$ cat config.mk
export PLATFORM = sky130hd
export DESIGN_NAME = ertif_rx_top
export DESIGN_NICKNAME = d
export VERILOG_FILES = /design/src/rtl/ertif_pkg.sv /design/src/rtl/ertif_rx_top.sv
export SDC_FILE = /design/constraint.sdc
export NUM_CORES = 1
export LEC_CHECK = 0
export ABC_AREA = 1
export BUFFER_PORTS_ARGS = -buffer_cell sky130_fd_sc_hd__buf_2
export CELL_PAD_IN_SITES_DETAIL_PLACEMENT = 1
export CELL_PAD_IN_SITES_GLOBAL_PLACEMENT = 2
export CORE_ASPECT_RATIO = 0.75
export CORE_MARGIN = 5
export CORE_UTILIZATION = 33
export CTS_BUF_LIST = sky130_fd_sc_hd__clkbuf_2
export DETAILED_ROUTE_END_ITERATION = 8
export PLACE_DENSITY_LB_ADDON = 0.1
export RECOVER_POWER = 100
export SYNTH_ARGS = -nofsm -noshare
export SYNTH_HDL_FRONTEND = slang
export SYNTH_SLANG_ARGS = --single-unit
$ cat constraint.sdc
create_clock -name ref_clk_i -period 4.1 [get_ports ref_clk_i]
set_clock_uncertainty 0.1 [all_clocks]
set_input_delay 0.205 -clock ref_clk_i [delete_from_list [all_inputs] [get_ports ref_clk_i]]
set_output_delay 0.205 -clock ref_clk_i [all_outputs]
set_load 0.03 [all_outputs]
$ cat src/rtl/ertif_pkg.sv
package ertif_pkg;

    // Register byte offsets on the APB window.
    localparam logic [7:0] ADDR_CTRL = 8'h00;
    localparam logic [7:0] ADDR_TIMER = 8'h04;
    localparam logic [7:0] ADDR_THRESH = 8'h08;
    localparam logic [7:0] ADDR_PENDING = 8'h0C;
    localparam logic [7:0] ADDR_STATUS = 8'h10;
    localparam logic [7:0] ADDR_MASK = 8'h14;

    // Control field: one bit per base address window pair (0/1, 2/3, 4/5) set when 64-bit.
    localparam int CTRL_PAIR64_LSB = 0;
    localparam int CTRL_PAIR64_W = 3;
    localparam logic [31:0] CTRL_RST = 32'h0000_0000;

    // Update timer reload in clock cycles, and per-type thresholds (one byte each).
    localparam int TIMER_W = 16;
    localparam logic [15:0] TIMER_RST = 16'h0800;
    localparam logic [31:0] THRESH_RST = 32'h0808_0808;

    // Credit type indices, used for buffer-full bits, thresholds and pending bytes.
    localparam int TYPE_PH = 0;
    localparam int TYPE_PD = 1;
    localparam int TYPE_NPH = 2;
    localparam int TYPE_NPD = 3;
    localparam int NUM_TYPES = 4;
    localparam int CRED_W = 8;

    // Interrupt status bit positions.
    localparam int EV_UR_NP = 0;
    localparam int EV_UR_P = 1;
    localparam int EV_CRC = 2;
    localparam int EV_MALF = 3;
    localparam int EV_BUF_FULL = 4;
    localparam int NUM_EV = 5;
    localparam logic [4:0] MASK_RST = 5'h00;

    // Address-match vector width: expansion ROM on top, six windows below.
    localparam int MATCH_W = 7;

    // Packet tracker states.
    typedef enum logic [1:0] {
        ST_IDLE = 2'b01,
        ST_BODY = 2'b10
    } ertif_state_t;

endpackage

$ cat src/rtl/ertif_rx_top.sv
module ertif_rx_top
    import ertif_pkg::*;
#(
    parameter int DATA_W = 64,
    parameter bit ECRC_EN = 1'b1
) (
    // Clock and reset.
    input wire logic ref_clk_i,
    input wire logic srst_i,
    // APB slave.
    input wire logic psel_i,
    input wire logic penable_i,
    input wire logic pwrite_i,
    input wire logic [7:0] paddr_i,
    input wire logic [31:0] pwdata_i,
    output logic [31:0] prdata_o,
    output logic pready_o,
    output logic pslverr_o,
    // Beats from the transaction layer, data already in wire byte order.
    input wire logic rx_beat_valid_i,
    input wire logic [DATA_W-1:0] rx_beat_data_i,
    input wire logic rx_beat_first_i,
    input wire logic rx_beat_last_i,
    input wire logic rx_beat_half_i,
    input wire logic rx_crc_bad_i,
    input wire logic rx_locked_read_i,
    input wire logic rx_format_bad_i,
    input wire logic [MATCH_W-1:0] rx_window_match_i,
    // Received packet stream to the user.
    output logic receive_packet_valid_o,
    output logic [DATA_W-1:0] receive_packet_data_o,
    output logic receive_packet_first_o,
    output logic receive_packet_last_o,
    output logic receive_upper_half_only_o,
    output logic receive_crc_fail_flag_o,
    output logic receive_unsupported_flag_o,
    output logic receive_malformed_flag_o,
    output logic [MATCH_W-1:0] receive_addr_match_o,
    // Flow-control reports from the user.
    input wire logic user_unsupported_nonposted_i,
    input wire logic user_unsupported_posted_i,
    input wire logic [NUM_TYPES-1:0] user_buffer_full_per_type_i,
    input wire logic [1:0] header_credit_consumed_i,
    input wire logic [1:0] data_credit_consumed_strobe_i,
    input wire logic [15:0] data_credit_consumed_count_i,
    // Update request to the link layer and interrupt.
    output logic fc_update_o,
    output logic [NUM_TYPES-1:0] fc_update_type_o,
    output logic irq_o
);

    // Folds the upper window of each 64-bit pair onto the lower one.
    function automatic logic [MATCH_W-1:0] fold_match(
        input logic [MATCH_W-1:0] raw,
        input logic [CTRL_PAIR64_W-1:0] pair64
    );
        logic [MATCH_W-1:0] m;
        m = raw;
        for (int p = 0; p < CTRL_PAIR64_W; p++) begin
            if (pair64[p]) begin
                m[2*p] = raw[2*p] | raw[2*p+1];
                m[2*p+1] = 1'b0;
            end
        end
        return m;
    endfunction

    // Saturating credit add, so a stalled update never wraps the count.
    function automatic logic [CRED_W-1:0] sat_add(
        input logic [CRED_W-1:0] a,
        input logic [CRED_W-1:0] b
    );
        logic [CRED_W:0] s;
        s = {1'b0, a} + {1'b0, b};
        return s[CRED_W] ? {CRED_W{1'b1}} : s[CRED_W-1:0];
    endfunction

    // A type has reached its update threshold. A zero threshold never hits,
    // which lets software leave a type to the timer and buffer-full causes.
    function automatic logic thresh_hit(
        input logic [CRED_W-1:0] pend,
        input logic [CRED_W-1:0] thr
    );
        return (thr != '0) && (pend >= thr);
    endfunction

    ertif_state_t state_q;
    logic [31:0] ctrl_q;
    logic [TIMER_W-1:0] timer_rld_q;
    logic [TIMER_W-1:0] timer_cnt_q;
    logic [31:0] thresh_q;
    logic [CRED_W-1:0] pend_q [NUM_TYPES];
    logic [NUM_EV-1:0] status_q;
    logic [NUM_EV-1:0] mask_q;
    logic [NUM_EV-1:0] ev_set;
    logic [CRED_W-1:0] cred_add [NUM_TYPES];
    logic [NUM_TYPES-1:0] fire;
    logic timer_expire;
    logic wr_acc;
    logic beat_first;
    logic beat_mid;

    // The access phase is always one cycle: pready is raised at the setup edge.
    assign wr_acc = psel_i & penable_i & pready_o & pwrite_i;
    assign beat_first = rx_beat_valid_i & rx_beat_first_i;
    assign beat_mid = rx_beat_valid_i & ~rx_beat_first_i & (state_q == ST_BODY);

    // APB answer: read data and error are captured in setup, shown in access.
    // Decoding in the setup cycle keeps the read mux off the access cycle, and
    // because the reply is zero outside it a stale word never leaks onto the bus.
    always_ff @(posedge ref_clk_i) begin
        if (srst_i) begin
            pready_o <= 1'b0;
            pslverr_o <= 1'b0;
            prdata_o <= 32'h0000_0000;
        end else begin
            pready_o <= psel_i & ~penable_i;
            pslverr_o <= 1'b0;
            prdata_o <= 32'h0000_0000;
            if (psel_i & ~penable_i) begin
                case (paddr_i)
                    ADDR_CTRL: prdata_o <= ctrl_q;
                    ADDR_TIMER: prdata_o <= {{(32-TIMER_W){1'b0}}, timer_rld_q};
                    ADDR_THRESH: prdata_o <= thresh_q;
                    ADDR_PENDING: prdata_o <= {pend_q[3], pend_q[2], pend_q[1], pend_q[0]};
                    ADDR_STATUS: prdata_o <= {{(32-NUM_EV){1'b0}}, status_q};
                    ADDR_MASK: prdata_o <= {{(32-NUM_EV){1'b0}}, mask_q};
                    default: pslverr_o <= 1'b1; // Unmapped: error, data zero.
                endcase
            end
        end
    end

    // Writable configuration registers.
    // A new timer reload is used from the next expiry on; the running count
    // is left alone, so a write never shortens the interval in progress.
    always_ff @(posedge ref_clk_i) begin
        if (srst_i) begin
            ctrl_q <= CTRL_RST;
            timer_rld_q <= TIMER_RST;
            thresh_q <= THRESH_RST;
            mask_q <= MASK_RST;
        end else if (wr_acc) begin
            case (paddr_i)
                ADDR_CTRL: ctrl_q <= {{(32-CTRL_PAIR64_W){1'b0}}, pwdata_i[CTRL_PAIR64_W-1:0]};
                ADDR_TIMER: timer_rld_q <= pwdata_i[TIMER_W-1:0];
                ADDR_THRESH: thresh_q <= pwdata_i;
                ADDR_MASK: mask_q <= pwdata_i[NUM_EV-1:0];
                default: ;
            endcase
        end
    end

    // Packet tracker: a packet is open from its first beat until its last.
    // Stray beats outside an open packet are still delivered, but they may not
    // change the flags of the packet that already ended.
    always_ff @(posedge ref_clk_i) begin
        if (srst_i) begin
            state_q <= ST_IDLE;
        end else begin
            case (state_q)
                ST_IDLE: begin
                    if (beat_first && !rx_beat_last_i) begin
                        state_q <= ST_BODY;
                    end
                end
                ST_BODY: begin
                    if (rx_beat_valid_i && rx_beat_last_i) begin
                        state_q <= ST_IDLE;
                    end
                end
                default: state_q <= ST_IDLE;
            endcase
        end
    end

    // Beat delivery. Data is passed through registered; the transaction layer
    // already places byte N on the top octet for either bus width.
    // There is no back-pressure: the user must take a beat in the cycle that
    // its valid stands, since the next beat may follow right behind it.
    always_ff @(posedge ref_clk_i) begin
        if (srst_i) begin
            receive_packet_valid_o <= 1'b0;
            receive_packet_data_o <= '0;
            receive_packet_first_o <= 1'b0;
            receive_packet_last_o <= 1'b0;
            receive_upper_half_only_o <= 1'b0;
        end else begin
            receive_packet_valid_o <= rx_beat_valid_i;
            receive_packet_first_o <= beat_first;
            receive_packet_last_o <= rx_beat_valid_i & rx_beat_last_i;
            if (rx_beat_valid_i) begin
                receive_packet_data_o <= rx_beat_data_i;
            end
            // The narrow bus has no upper half, so the flag stays low there.
            receive_upper_half_only_o <= (DATA_W == 64) & rx_beat_valid_i & rx_beat_half_i;
        end
    end

    // Per-packet flags: loaded on the first beat, accumulated over later beats,
    // then held until the next packet starts, so they span first to last.
    // Holding them past the end beat lets the user sample them late.
    always_ff @(posedge ref_clk_i) begin
        if (srst_i) begin
            receive_crc_fail_flag_o <= 1'b0;
            receive_unsupported_flag_o <= 1'b0;
            receive_malformed_flag_o <= 1'b0;
        end else if (beat_first) begin
            receive_crc_fail_flag_o <= ECRC_EN & rx_crc_bad_i;
            receive_unsupported_flag_o <= rx_locked_read_i;
            receive_malformed_flag_o <= rx_format_bad_i;
        end else if (beat_mid) begin
            receive_crc_fail_flag_o <= receive_crc_fail_flag_o | (ECRC_EN & rx_crc_bad_i);
            receive_unsupported_flag_o <= receive_unsupported_flag_o | rx_locked_read_i;
            receive_malformed_flag_o <= receive_malformed_flag_o | rx_format_bad_i;
        end
    end

    // Address match changes only with the start flag and holds for the packet.
    // The pair fold uses the control bits of that same cycle, so changing
    // them mid-packet cannot alter the vector already shown.
    always_ff @(posedge ref_clk_i) begin
        if (srst_i) begin
            receive_addr_match_o <= '0;
        end else if (beat_first) begin
            receive_addr_match_o <= fold_match(rx_window_match_i,
                ctrl_q[CTRL_PAIR64_LSB +: CTRL_PAIR64_W]);
        end
    end

    // Update timer: counts down and reloads; expiry forces an update of all types.
    // A reload of zero makes every cycle an expiry, which is legal but floods
    // the link layer with updates.
    assign timer_expire = (timer_cnt_q == '0);
    always_ff @(posedge ref_clk_i) begin
        if (srst_i) begin
            timer_cnt_q <= TIMER_RST;
        end else if (timer_expire) begin
            timer_cnt_q <= timer_rld_q;
        end else begin
            timer_cnt_q <= timer_cnt_q - 1'b1;
        end
    end

    // Credits consumed this cycle, per type. Header types count one per high
    // cycle; data types take the count only while the strobe is high.
    always_comb begin
        cred_add[TYPE_PH] = {7'h00, header_credit_consumed_i[0]};
        cred_add[TYPE_NPH] = {7'h00, header_credit_consumed_i[1]};
        cred_add[TYPE_PD] = data_credit_consumed_strobe_i[0] ?
            data_credit_consumed_count_i[7:0] : 8'h00;
        cred_add[TYPE_NPD] = data_credit_consumed_strobe_i[1] ?
            data_credit_consumed_count_i[15:8] : 8'h00;
    end

    // A type fires on buffer full, on timer expiry, or when its pending count
    // reaches a nonzero threshold. A zero threshold disables that trigger.
    always_comb begin
        for (int t = 0; t < NUM_TYPES; t++) begin
            fire[t] = user_buffer_full_per_type_i[t] | timer_expire
                | thresh_hit(pend_q[t], thresh_q[t*CRED_W +: CRED_W]);
        end
    end

    // Pending credit counters. On an update the credits of that same cycle
    // start the new count, so nothing consumed at the update edge is lost.
    // Saturation at all ones can only undercount, never report phantom credit.
    always_ff @(posedge ref_clk_i) begin
        if (srst_i) begin
            for (int t = 0; t < NUM_TYPES; t++) begin
                pend_q[t] <= '0;
            end
        end else begin
            for (int t = 0; t < NUM_TYPES; t++) begin
                if (fire[t]) begin
                    pend_q[t] <= cred_add[t];
                end else begin
                    pend_q[t] <= sat_add(pend_q[t], cred_add[t]);
                end
            end
        end
    end

    // Update request toward the link layer, one cycle per decision.
    // A cause that persists, such as a full buffer held high, repeats the
    // request every cycle; the link layer is expected to merge them.
    always_ff @(posedge ref_clk_i) begin
        if (srst_i) begin
            fc_update_o <= 1'b0;
            fc_update_type_o <= '0;
        end else begin
            fc_update_o <= |fire;
            fc_update_type_o <= fire;
        end
    end

    // Interrupt events. Packet errors count once, at the last beat.
    // The user's unsupported reports are one event per high cycle.
    always_comb begin
        ev_set = '0;
        ev_set[EV_UR_NP] = user_unsupported_nonposted_i;
        ev_set[EV_UR_P] = user_unsupported_posted_i;
        ev_set[EV_CRC] = receive_packet_last_o & receive_crc_fail_flag_o;
        ev_set[EV_MALF] = receive_packet_last_o & receive_malformed_flag_o;
        ev_set[EV_BUF_FULL] = |user_buffer_full_per_type_i;
    end

    // Sticky status, write one to clear; a new event wins over the clear.
    // Letting the event win means software can never lose an event that
    // lands in the very cycle of its clear.
    always_ff @(posedge ref_clk_i) begin
        if (srst_i) begin
            status_q <= '0;
        end else if (wr_acc && (paddr_i == ADDR_STATUS)) begin
            status_q <= (status_q & ~pwdata_i[NUM_EV-1:0]) | ev_set;
        end else begin
            status_q <= status_q | ev_set;
        end
    end

    // Level interrupt, registered so the output comes from a flop.
    // This costs one cycle of latency but keeps the pin free of glitches.
    always_ff @(posedge ref_clk_i) begin
        if (srst_i) begin
            irq_o <= 1'b0;
        end else begin
            irq_o <= |(status_q & mask_q);
        end
    end

endmodule

==> impl_metrics.ini, run 1 <==
[outcome]
status = stopped before the end
haltStage = clock tree synthesis
stop_error = [ERROR RSZ-0060] Max buffer count reached.

[logic_synthesis]
synth_ff_type = dfxtp_1
ys_ff_latch = 229
yosysSeqAreaShare = 0.460
async_reset_ff_frac = 0
yosysMostFrequentCell = nand2_1
synth_common_cells = nand2_1, nor2_1, dfxtp_1, o21ai_0, inv_1
ys_warn_count = 0
synth.area.top_cells = dfxtp_1, edfxtp_1, nand2_1
netlist_area_um2 = 10700
syn_area_per_cell_um2 = 7.69
synth_top_cell_by_area = dfxtp_1
synth_cells = 1385
yosys.area.top_type_share = 0.370
synth-edff-count = 32
synth.distinct_cells = 42

[placed_design]
hpwl_um = 27100
finalWeightedCongestion = 0.799
port_buffers = 266

[clock_network]
cts_buffers = 61
cts_buffer_depth = 3
cts_root_buf = clkbuf_2
htreeDepth = 2
ctsResizeCount = 0
clock-sinks = 229
cts_setup_buffers = 0
postCtsHoldBufs = 434

[floorplan]
chipWidth_um = 217
die-height_um = 166
pin_count = 267
rows = 57
start_util = 0.332
-- stage by stage --
step / cells / utilization / instance area (um^2) / setup WS [ps]
3_5_place_dp: 2051 / 0.387 / 12400 / 1670
2_1_floorplan: 1416 / - / 10800 / 1990
3_3_place_gp: 2051 / 0.387 / 12400 / 1710
-- kinds of logic after synthesis --
group	Yosys count	synth area share
simple gates	539	0.209
compound gates	335	0.169
flops	229	0.460
buf+inv	207	0.0800
fa+ha+maj	56	0.0672
xor+xnor	18	0.0148
other cells	1	0.000352
==> inputs of run 2 (changes only) <==
- CELL_PAD_IN_SITES_DETAIL_PLACEMENT: 1 -> default
- CELL_PAD_IN_SITES_GLOBAL_PLACEMENT: 2 -> default
- CORE_ASPECT_RATIO: 0.75 -> default
- CORE_UTILIZATION: 33 -> 30
- CTS_BUF_LIST: sky130_fd_sc_hd__clkbuf_2 -> default
- PLACE_DENSITY_LB_ADDON: 0.1 -> 0.15
==> run 2 against run 1 <==
  * The flow now finishes, with violations (capacitance limit, slew limit)
  * Synthesized cell count unchanged
  * Area after synthesis unchanged
==> impl_metrics.ini, run 2 <==
[outcome]
status = finished with violations
failed_checks = capacitance limit, slew limit

[floorplan]
core_um2 = 35300
pin_count = 267
die-area_um2 = 39400
chipWidth_um = 198
die-height_um = 198
start_util = 0.302
rows = 69

[detailed_routing]
dr.pass1.iters = 5
drtIter0Drc = 501
drc_errors = 0
wl_um = 34700
vias = 10400
vias_per_cell = 4.58
wire_per_inst_um = 15.2
ant_nets = 0

[finish]
final_common_cell = nand2_1
final_cell_mix = nand2_1, nor2_1, dfxtp_1, o21ai_0, inv_1
largest_reg_flops = 64
stdcell_count = 2279
largest_register = receive_packet_data_o
syn_to_final_growth_pct = 35.6
final_area_um2 = 14400
finish.utilization = 0.409
fillers = 3687
final_nets = 2000
drive_gt1_frac = 0.114

[placed_design]
post-place-ws_ps = 1590
placed_cell_area_um2 = 12500
hpwl_um = 25500
port_buffers = 266
dp_cells = 2098
finalWeightedCongestion = 0.854

[logic_synthesis]
synth_common_cells = nand2_1, nor2_1, dfxtp_1, o21ai_0, inv_1
synth_ff_type = dfxtp_1
yosysMostFrequentCell = nand2_1
syn_area_per_cell_um2 = 7.69
synth.distinct_cells = 42
synth_top_cell_by_area = dfxtp_1
synth_cells = 1385
yosysSeqAreaShare = 0.460
async_reset_ff_frac = 0
netlist_area_um2 = 10700
synth-edff-count = 32
synth.area.top_cells = dfxtp_1, edfxtp_1, nand2_1
ys_ff_latch = 229
yosys.area.top_type_share = 0.370
ys_warn_count = 0

[power_and_ir_drop]
power.share.switching = 0.286
combinationalPowerShare = 0.170
cellPowerDensity_nw_per_um2 = 412
p_seq_frac = 0.424
clkPwrFrac = 0.405
p_leak_nw = 6.44
switchingPower_mw = 1.70
p_int_mw = 4.25
total_power_mw = 5.95
max-vdd-ir-drop_mv = 0.270

[worst_setup_path]
cp.required_ps = 4390
cp.arrival_ps = 3270
crit_fanout = 39
worstSetupStartpointType = input pin
cp-end-kind = register
critPathKind = input pin to register

[timing]
fin_crit_sh = 0.728
fin_crit_ps = 2980
hold_slack_ps = 21.6
finalHoldViolations = 0
setup_tns_ps = 0
finalWorstSetupSlack_ps = 1120
slew_headroom = -0.678
drv_slew = 108
rsz0062_at_grt = false
setup_viol = 0
worst_pin_slew_ps = 2520
max_freq_mhz = 335

[worst_hold_path]
hold_path_class = input pin to register

[global_route]
grt_max_degree = 68
grt.overflow.total = 0
track_usage = 0.171
grt_pass1_wl_um = 55000
first_global_vias = 10400
antenna_found_initial = 1

[job]
max_cap_violations = 2

[clock_network]
postCtsHoldBufs = 129
clk_pin_slew_worst_paths_ps = 60
cts_root_buf = clkbuf_16
tritoncts = done
cts_buffer_depth = 3
clk_latency_ps = 540
htreeDepth = 1
cts_setup_buffers = 0
cts_buffers = 27
clock-sinks = 229
ctsResizeCount = 0
==> run 2: cell counts after synthesis <==
No cell type changed its count.
==> run 2: path summary, 6_finish.rpt <==
path | startpoint | end | slack (ps) | cells past startpoint
max | srst_i | timer_rld_q[9] | 1120 | 6
max reg2reg | timer_cnt_q[7] | pend_q[3][3] | 1440 | 11
min | paddr_i[4] | prdata_o[4] | 20 | 4
min reg2reg | mask_q[4] | mask_q[4] | 370 | 2
==> run 2: kinds of logic after synthesis <==
group | share of synthesized area
buffers and inverters | 0.0800
AO/OA/AOI/OAI | 0.169
XOR/XNOR | 0.0148
other | 0.000352
adder cells (fa/ha/maj) | 0.0672
AND/OR/NAND/NOR | 0.209
flip-flops | 0.460
==> run 2: metal layers <==
metal / track usage / vias to the layer above / share of wire / routed length [um]
met1: 0.231 / 4729 / 0.45 / 15500
met4: 0.0393 / 0 / 0.018 / 616
li1: - / 5344 / - / -
met3: 0.0471 / 42 / 0.088 / 3040
met5: 0 / - / 0 / 0
met2: 0.274 / 334 / 0.45 / 15600
==> run 2: power by group through the flow <==
stage	Clock, mW	Combinational (mW)	Sequential [mW]
2_1_floorplan	0	0.560	2.66
3_3_place_gp	0	0.955	2.57
3_5_place_dp	0	0.952	2.57
4_1_cts	2.49	1.05	2.53
5_1_grt	2.59	1.15	2.55
6_report	2.41	1.01	2.53
==> run 2: area by class of cell <==
cell class | instances | area (um^2) | area share
multi-input combinational | 980 | 4960 | 0.343
sequential | 229 | 4900 | 0.339
timing repair buffer | 402 | 2520 | 0.174
clock buffer | 38 | 808 | 0.0559
inverter | 155 | 583 | 0.0404
tap | 461 | 577 | 0.0399
clock inverter | 12 | 92.6 | 0.00641
antenna | 2 | 5.00 | 0.000346
==> run 2: worst max-delay path: stages <==
cell and delay, ps:
buf_2 130, buf_4 430, clkinvlp_2 1210, clkbuf_1 920
o21ai_0 280, a21oi_1 60
No activity file was read; power rests on OpenSTA's default activity.
==> inputs of run 3 (changes only) <==
- clock period: 4.1 -> 2.8 ns (I/O delays scaled with it)
==> run 3 against run 2 <==
  * The run still ends with capacitance limit, slew limit left
  * Highest routed layer unchanged
  * Largest cell class unchanged
  * Clock power rose by 61%
  * First-iteration DRC count fell by 5.8%
  * Power grew 53%
  * Global-route usage rose by 0.39 points
  * Final area rose by 2.6%
  * Critical path type unchanged
==> impl_metrics.ini, run 3 (synthesized netlist as in run 2, its figures left out) <==
[finish]
diodes = 0
largest_reg_flops = 64
final_cell_mix = nand2_1, nor2_1, dfxtp_1, o21ai_0, inv_1
syn_to_final_growth_pct = 39.1
final_area_um2 = 14800
final_common_cell = nand2_1
finish.utilization = 0.420
multiInputGateArea_um2 = 4980
final_nets = 2026
area.sequential_um2 = 4900
largest_register = receive_packet_data_o
drive_gt1_frac = 0.118
fillers = 3649

[worst_setup_path]
crit_chain = dlygate4sd3_1, buf_2, nand2_1, dlygate4sd3_1, inv_1, ha_1, fa_1, nand3_1, nand2_1, a21oi_2, inv_1, nor2_1, nand2_1, nand2_1, o21ai_0
crit_buf_inv = 5
cp.arrival_ps = 2850
critPathTopFamily = buffers and inverters
critPathKind = input pin to register
critPathSlowestCell = dlygate4sd3_1
r2r_slack_ps = 310
r2r_cells = 11
r2r_start = timer_cnt_q[0]
r2r_end = pend_q[3][4]
cp_common_cell = nand2_1
crit_fanout = 6
worstSetupStartpointType = input pin
max_stage_delay_ps = 540
cp.required_ps = 2990
cp-end-kind = register

[floorplan]
chipWidth_um = 198
rows = 69
pin_count = 267
start_util = 0.302
core_um2 = 35300
die-area_um2 = 39400
die-height_um = 198

[global_route]
first_global_vias = 10700
track_usage = 0.175
antenna_found_initial = 0
grt_max_degree = 67
grt_pass1_wl_um = 56100
grt.overflow.total = 0

[worst_hold_path]
hold_depth = 3
hold_path_class = input pin to register
hp-start = rx_beat_first_i
min_to = receive_packet_first_o

[timing]
setup_viol = 0
worst_pin_slew_ps = 1600
slew_headroom = -0.0646
max_freq_mhz = 376
finalWorstSetupSlack_ps = 144
fin_crit_ps = 2660
drv_slew = 43
rsz0062_at_grt = false
fin_crit_sh = 0.949
finalHoldViolations = 0
setup_tns_ps = 0

[power_and_ir_drop]
p_leak_nw = 6.60
total_power_mw = 9.10
max-vdd-ir-drop_mv = 0.465
cellPowerDensity_nw_per_um2 = 614

[outcome]
status = finished with violations
failed_checks = capacitance limit, slew limit

[clock_network]
cts_buffers = 28
cts_setup_buffers = 0
clk_latency_ps = 550
tritoncts = done
cts_buffer_depth = 3
htreeDepth = 1
clock-sinks = 229
cts_root_buf = clkbuf_16
clk_pin_slew_worst_paths_ps = 60

[detailed_routing]
dr.pass1.iters = 5
vias_per_cell = 4.62
ant_nets = 0
wire_per_inst_um = 15.4
vias = 10600
wl_um = 35400
drtIter0Drc = 472
drc_errors = 0

[placed_design]
finalWeightedCongestion = 0.899
port_buffers = 266
hpwl_um = 25900
post-place-ws_ps = 425
placed_cell_area_um2 = 12500

[job]
max_cap_violations = 1
## run 3: cell count changes in the layout (fill, tap and decap cells not counted), sizes merged
cell	before	now
bufinv	1	2
clkbuf	160	170
clkinv	8	6
clkinvlp	2	0
diode	2	0
dlygate4sd3	129	149
inv	156	155
## run 3: tightest hold or removal path: stages
cell and delay (ps):
buf_2 80, nand2_1 220, nor2_1 160
## run 3: power by group
part           internal [mW]  leakage [nW]  switching (mW)
Sequential              3.54          1.94           0.153
Combinational          0.605          4.15           0.930
Clock                   2.43         0.509            1.44
Total                   6.58          6.60            2.52
## run 3: metrics by stage
stage	hold WS (ps)	cells
after floorplan	149	1416
after global placement	262	2103
after detailed placement	266	2103
after CTS	9.72	2303
after global routing	55.8	2303
final	1.62	2303
## run 3: worst max path at each step
stage                                           from           end  slack (ps)  cells past startpoint
global route         data_credit_consumed_count_i[8]  pend_q[3][5]           2                     15
detailed placement  data_credit_consumed_strobe_i[0]  pend_q[1][1]         430                     11
CTS                  data_credit_consumed_count_i[8]  pend_q[3][5]         130                     15
floorplan                               pend_q[3][0]  pend_q[3][5]         730                     10
global placement    data_credit_consumed_strobe_i[0]  pend_q[1][4]         460                     11
finish               data_credit_consumed_count_i[8]  pend_q[3][5]         140                     15
## run 3: layout make-up
class | instances | area share
Clock buffer | 43 | 0.0621
Clock inverter | 8 | 0.00616
Inverter | 155 | 0.0393
Multi-Input combinational cell | 980 | 0.336
Sequential cell | 229 | 0.331
Tap cell | 461 | 0.0389
Timing Repair Buffer | 427 | 0.187
## run 3: per-layer routing
layer	routed length [um]	global-route usage	vias up	part of all wire
met5	0	0	-	0
met4	930	0.0519	0	0.026
met3	2670	0.0469	53	0.076
met2	16000	0.287	328	0.45
met1	15800	0.226	4858	0.45
li1	-	-	5401	-
## run 3: what timing repair did
action | in CTS | in global routing
hold endpoints to repair | 164 | 0
setup endpoints to repair | 0 | 3
hold buffers | 149 | 0
resized for setup | 0 | 1
==> inputs of run 4 (changes only) <==
- ABC_AREA: 1 -> default
- REMOVE_ABC_BUFFERS: default -> 1
- clock period: 2.8 -> 3.33 ns (I/O delays scaled with it)
==> run 4 against run 3 <==
  * The run still ends with capacitance limit, slew limit left
  * Register-to-register slack got worse by 30 ps
  * Synthesized cell count is 18% lower
  * Global-route usage fell by 0.54 points
  * Hold slack better by 18 ps
  * Area after synthesis shrank 1.1%
  * Clock power down 18%
  * Power fell by 18%
  * Core utilization is 0.46 points higher
  * Combinational power decreased by 24%
  * Via count shrank 8.6%
  * Final cell count fell by 11%
  * Sequential share of layout area grew 0.29 points
  * Critical endpoint is now timer_rld_q[14]
==> impl_metrics.ini, run 4 <==
[placed_design]
finalWeightedCongestion = 0.784
port_buffers = 266
dp_cells = 1846
placed_cell_area_um2 = 12500
hpwl_um = 23400

[global_route]
first_global_vias = 10200
grt.overflow.total = 0
grt_max_degree = 71
grt_pass1_wl_um = 54200
track_usage = 0.169
antenna_found_initial = 2

[outcome]
status = finished with violations
failed_checks = capacitance limit, slew limit

[finish]
final_nets = 1779
syn_to_final_growth_pct = 39.5
final_area_um2 = 14700
stdcell_count = 2052
final_cell_mix = dfxtp_1, nor2_1, dlygate4sd3_1, buf_2, clkbuf_1
multiInputGateArea_um2 = 5240
area.sequential_um2 = 4900
final_common_cell = dfxtp_1
drive_gt1_frac = 0.134
fillers = 3438
largest_reg_flops = 64
largest_register = receive_packet_data_o

[worst_setup_path]
cp.arrival_ps = 3420
cp-end-kind = register
critPathKind = input pin to register
cp.required_ps = 3640
worstSetupStartpointType = input pin
crit_fanout = 16

[clock_network]
clk_pin_slew_worst_paths_ps = 60
cts_root_buf = clkbuf_16
tritoncts = done
cts_buffer_depth = 3
clk_latency_ps = 540
cts_buffers = 28
clock-sinks = 229
ctsResizeCount = 0
htreeDepth = 1

[floorplan]
die-area_um2 = 39000
core_um2 = 34600
die-height_um = 197
pin_count = 267
chipWidth_um = 197
rows = 68
start_util = 0.304

[timing]
slew_headroom = -0.0434
fin_crit_ps = 3110
drv_slew = 17
fin_crit_sh = 0.934
rsz0062_at_grt = false
setup_viol = 0
worst_pin_slew_ps = 1560
finalHoldViolations = 0
max_freq_mhz = 322

[power_and_ir_drop]
cellPowerDensity_nw_per_um2 = 505
max-vdd-ir-drop_mv = 0.347
total_power_mw = 7.43
p_leak_nw = 6.03

[logic_synthesis]
yosysSeqAreaShare = 0.465
netlist_area_um2 = 10500
synth_cells = 1136
ys_warn_count = 0
yosys.area.top_type_share = 0.374
syn_area_per_cell_um2 = 9.28
async_reset_ff_frac = 0
yosysMostFrequentCell = dfxtp_1
synth.area.top_cells = dfxtp_1, edfxtp_1, mux2i_1
synth-edff-count = 32
synth_top_cell_by_area = dfxtp_1
synth_ff_type = dfxtp_1
synth.distinct_cells = 74
ys_ff_latch = 229
synth_common_cells = dfxtp_1, nor2_1, nand2_1, mux2i_1, a21oi_1

[detailed_routing]
wire_per_inst_um = 16.4
drc_errors = 0
vias = 9730
drtIter0Drc = 403
dr.pass1.iters = 5
vias_per_cell = 4.74
ant_nets = 0
wl_um = 33700

[job]
max_cap_violations = 1

[worst_hold_path]
hold_path_class = input pin to register
==> run 4: changes by cell type in the layout (fill, tap and decap cells not counted), moves of 23 or more <==
cell	change
o21ai_0	-143
nand2_1	-129
inv_1	-98
mux2i_1	+88
a21oi_1	-42
nor2_1	-36
a22oi_1	+23
==> run 4: what timing repair did <==
item,CTS,global route
hold buffers,153,0
setup buffers,0,0
hold endpoints to repair,162,0
==> run 4: cell type report <==
type | instances | share of cell area
repair buffers | 434 | 0.192
clock buffers | 40 | 0.0556
multi-input cells | 827 | 0.356
inverters | 54 | 0.0138
well taps | 455 | 0.0387
clock inverters | 11 | 0.00936
flip-flops and latches | 229 | 0.334
diodes | 2 | 0.000341
==> run 4: final timing paths <==
path                                                        from               to  slack, ps  cells past startpoint
worst min-delay path            data_credit_consumed_count_i[14]     pend_q[3][6]         20                      3
worst min register to register                       thresh_q[4]      thresh_q[4]        360                      2
worst max-delay path                                  paddr_i[3]  timer_rld_q[14]        220                      9
worst max register to register                      pend_q[1][0]     pend_q[1][5]        280                      8
==> run 4: per-layer routing <==
layer  routed length (um)  GRT usage  up-vias
met5                    0          0        -
met4                  772     0.0370        0
met3                 2400     0.0423       44
met2                15400      0.284      294
met1                15100      0.221     4512
li1                     -          -     4880
==> run 4: power by group <==
group | switching [mW] | internal [mW]
clock network | 1.23 | 1.93
registers | 0.130 | 2.96
logic | 0.645 | 0.529
total | 2.00 | 5.42
==> run 4: critical path, stage by stage <==
cell	delay (ps)
dlygate4sd3_1	540
clkbuf_1	180
and3b_1	410
and3b_1	200
clkbuf_1	710
and2_0	370
clkbuf_2	520
mux2i_1	260
nor2_1	50
==> run 4: kinds of logic (layout without fill, tap and decap cells) <==
logic type | Yosys count | count (layout) | share of synthesized area
and+or+nand+nor | 414 | 414 | 0.178
adders and majority gates | 56 | 56 | 0.0679
other | 1 | 34 | 0.000356
buffers and inverters | 111 | 539 | 0.0439
AOI/OAI and AO/OA | 212 | 212 | 0.138
xor gates and xnor gates | 23 | 23 | 0.0191
muxes | 90 | 90 | 0.0868
DFF | 229 | 229 | 0.465
==> run 4: metrics by stage <==
step / worst slack (ps) / util / hold WS, ps / setup TNS, ps
finish: 221 / 0.424 / 20.0 / 0
global route: 56.9 / 0.424 / 23.0 / 0
CTS: 310 / 0.431 / 0.654 / 0
detailed placement: 319 / 0.360 / 288 / 0
global placement: 407 / 0.360 / 277 / 0
floorplan: -382 / - / 131 / -10710
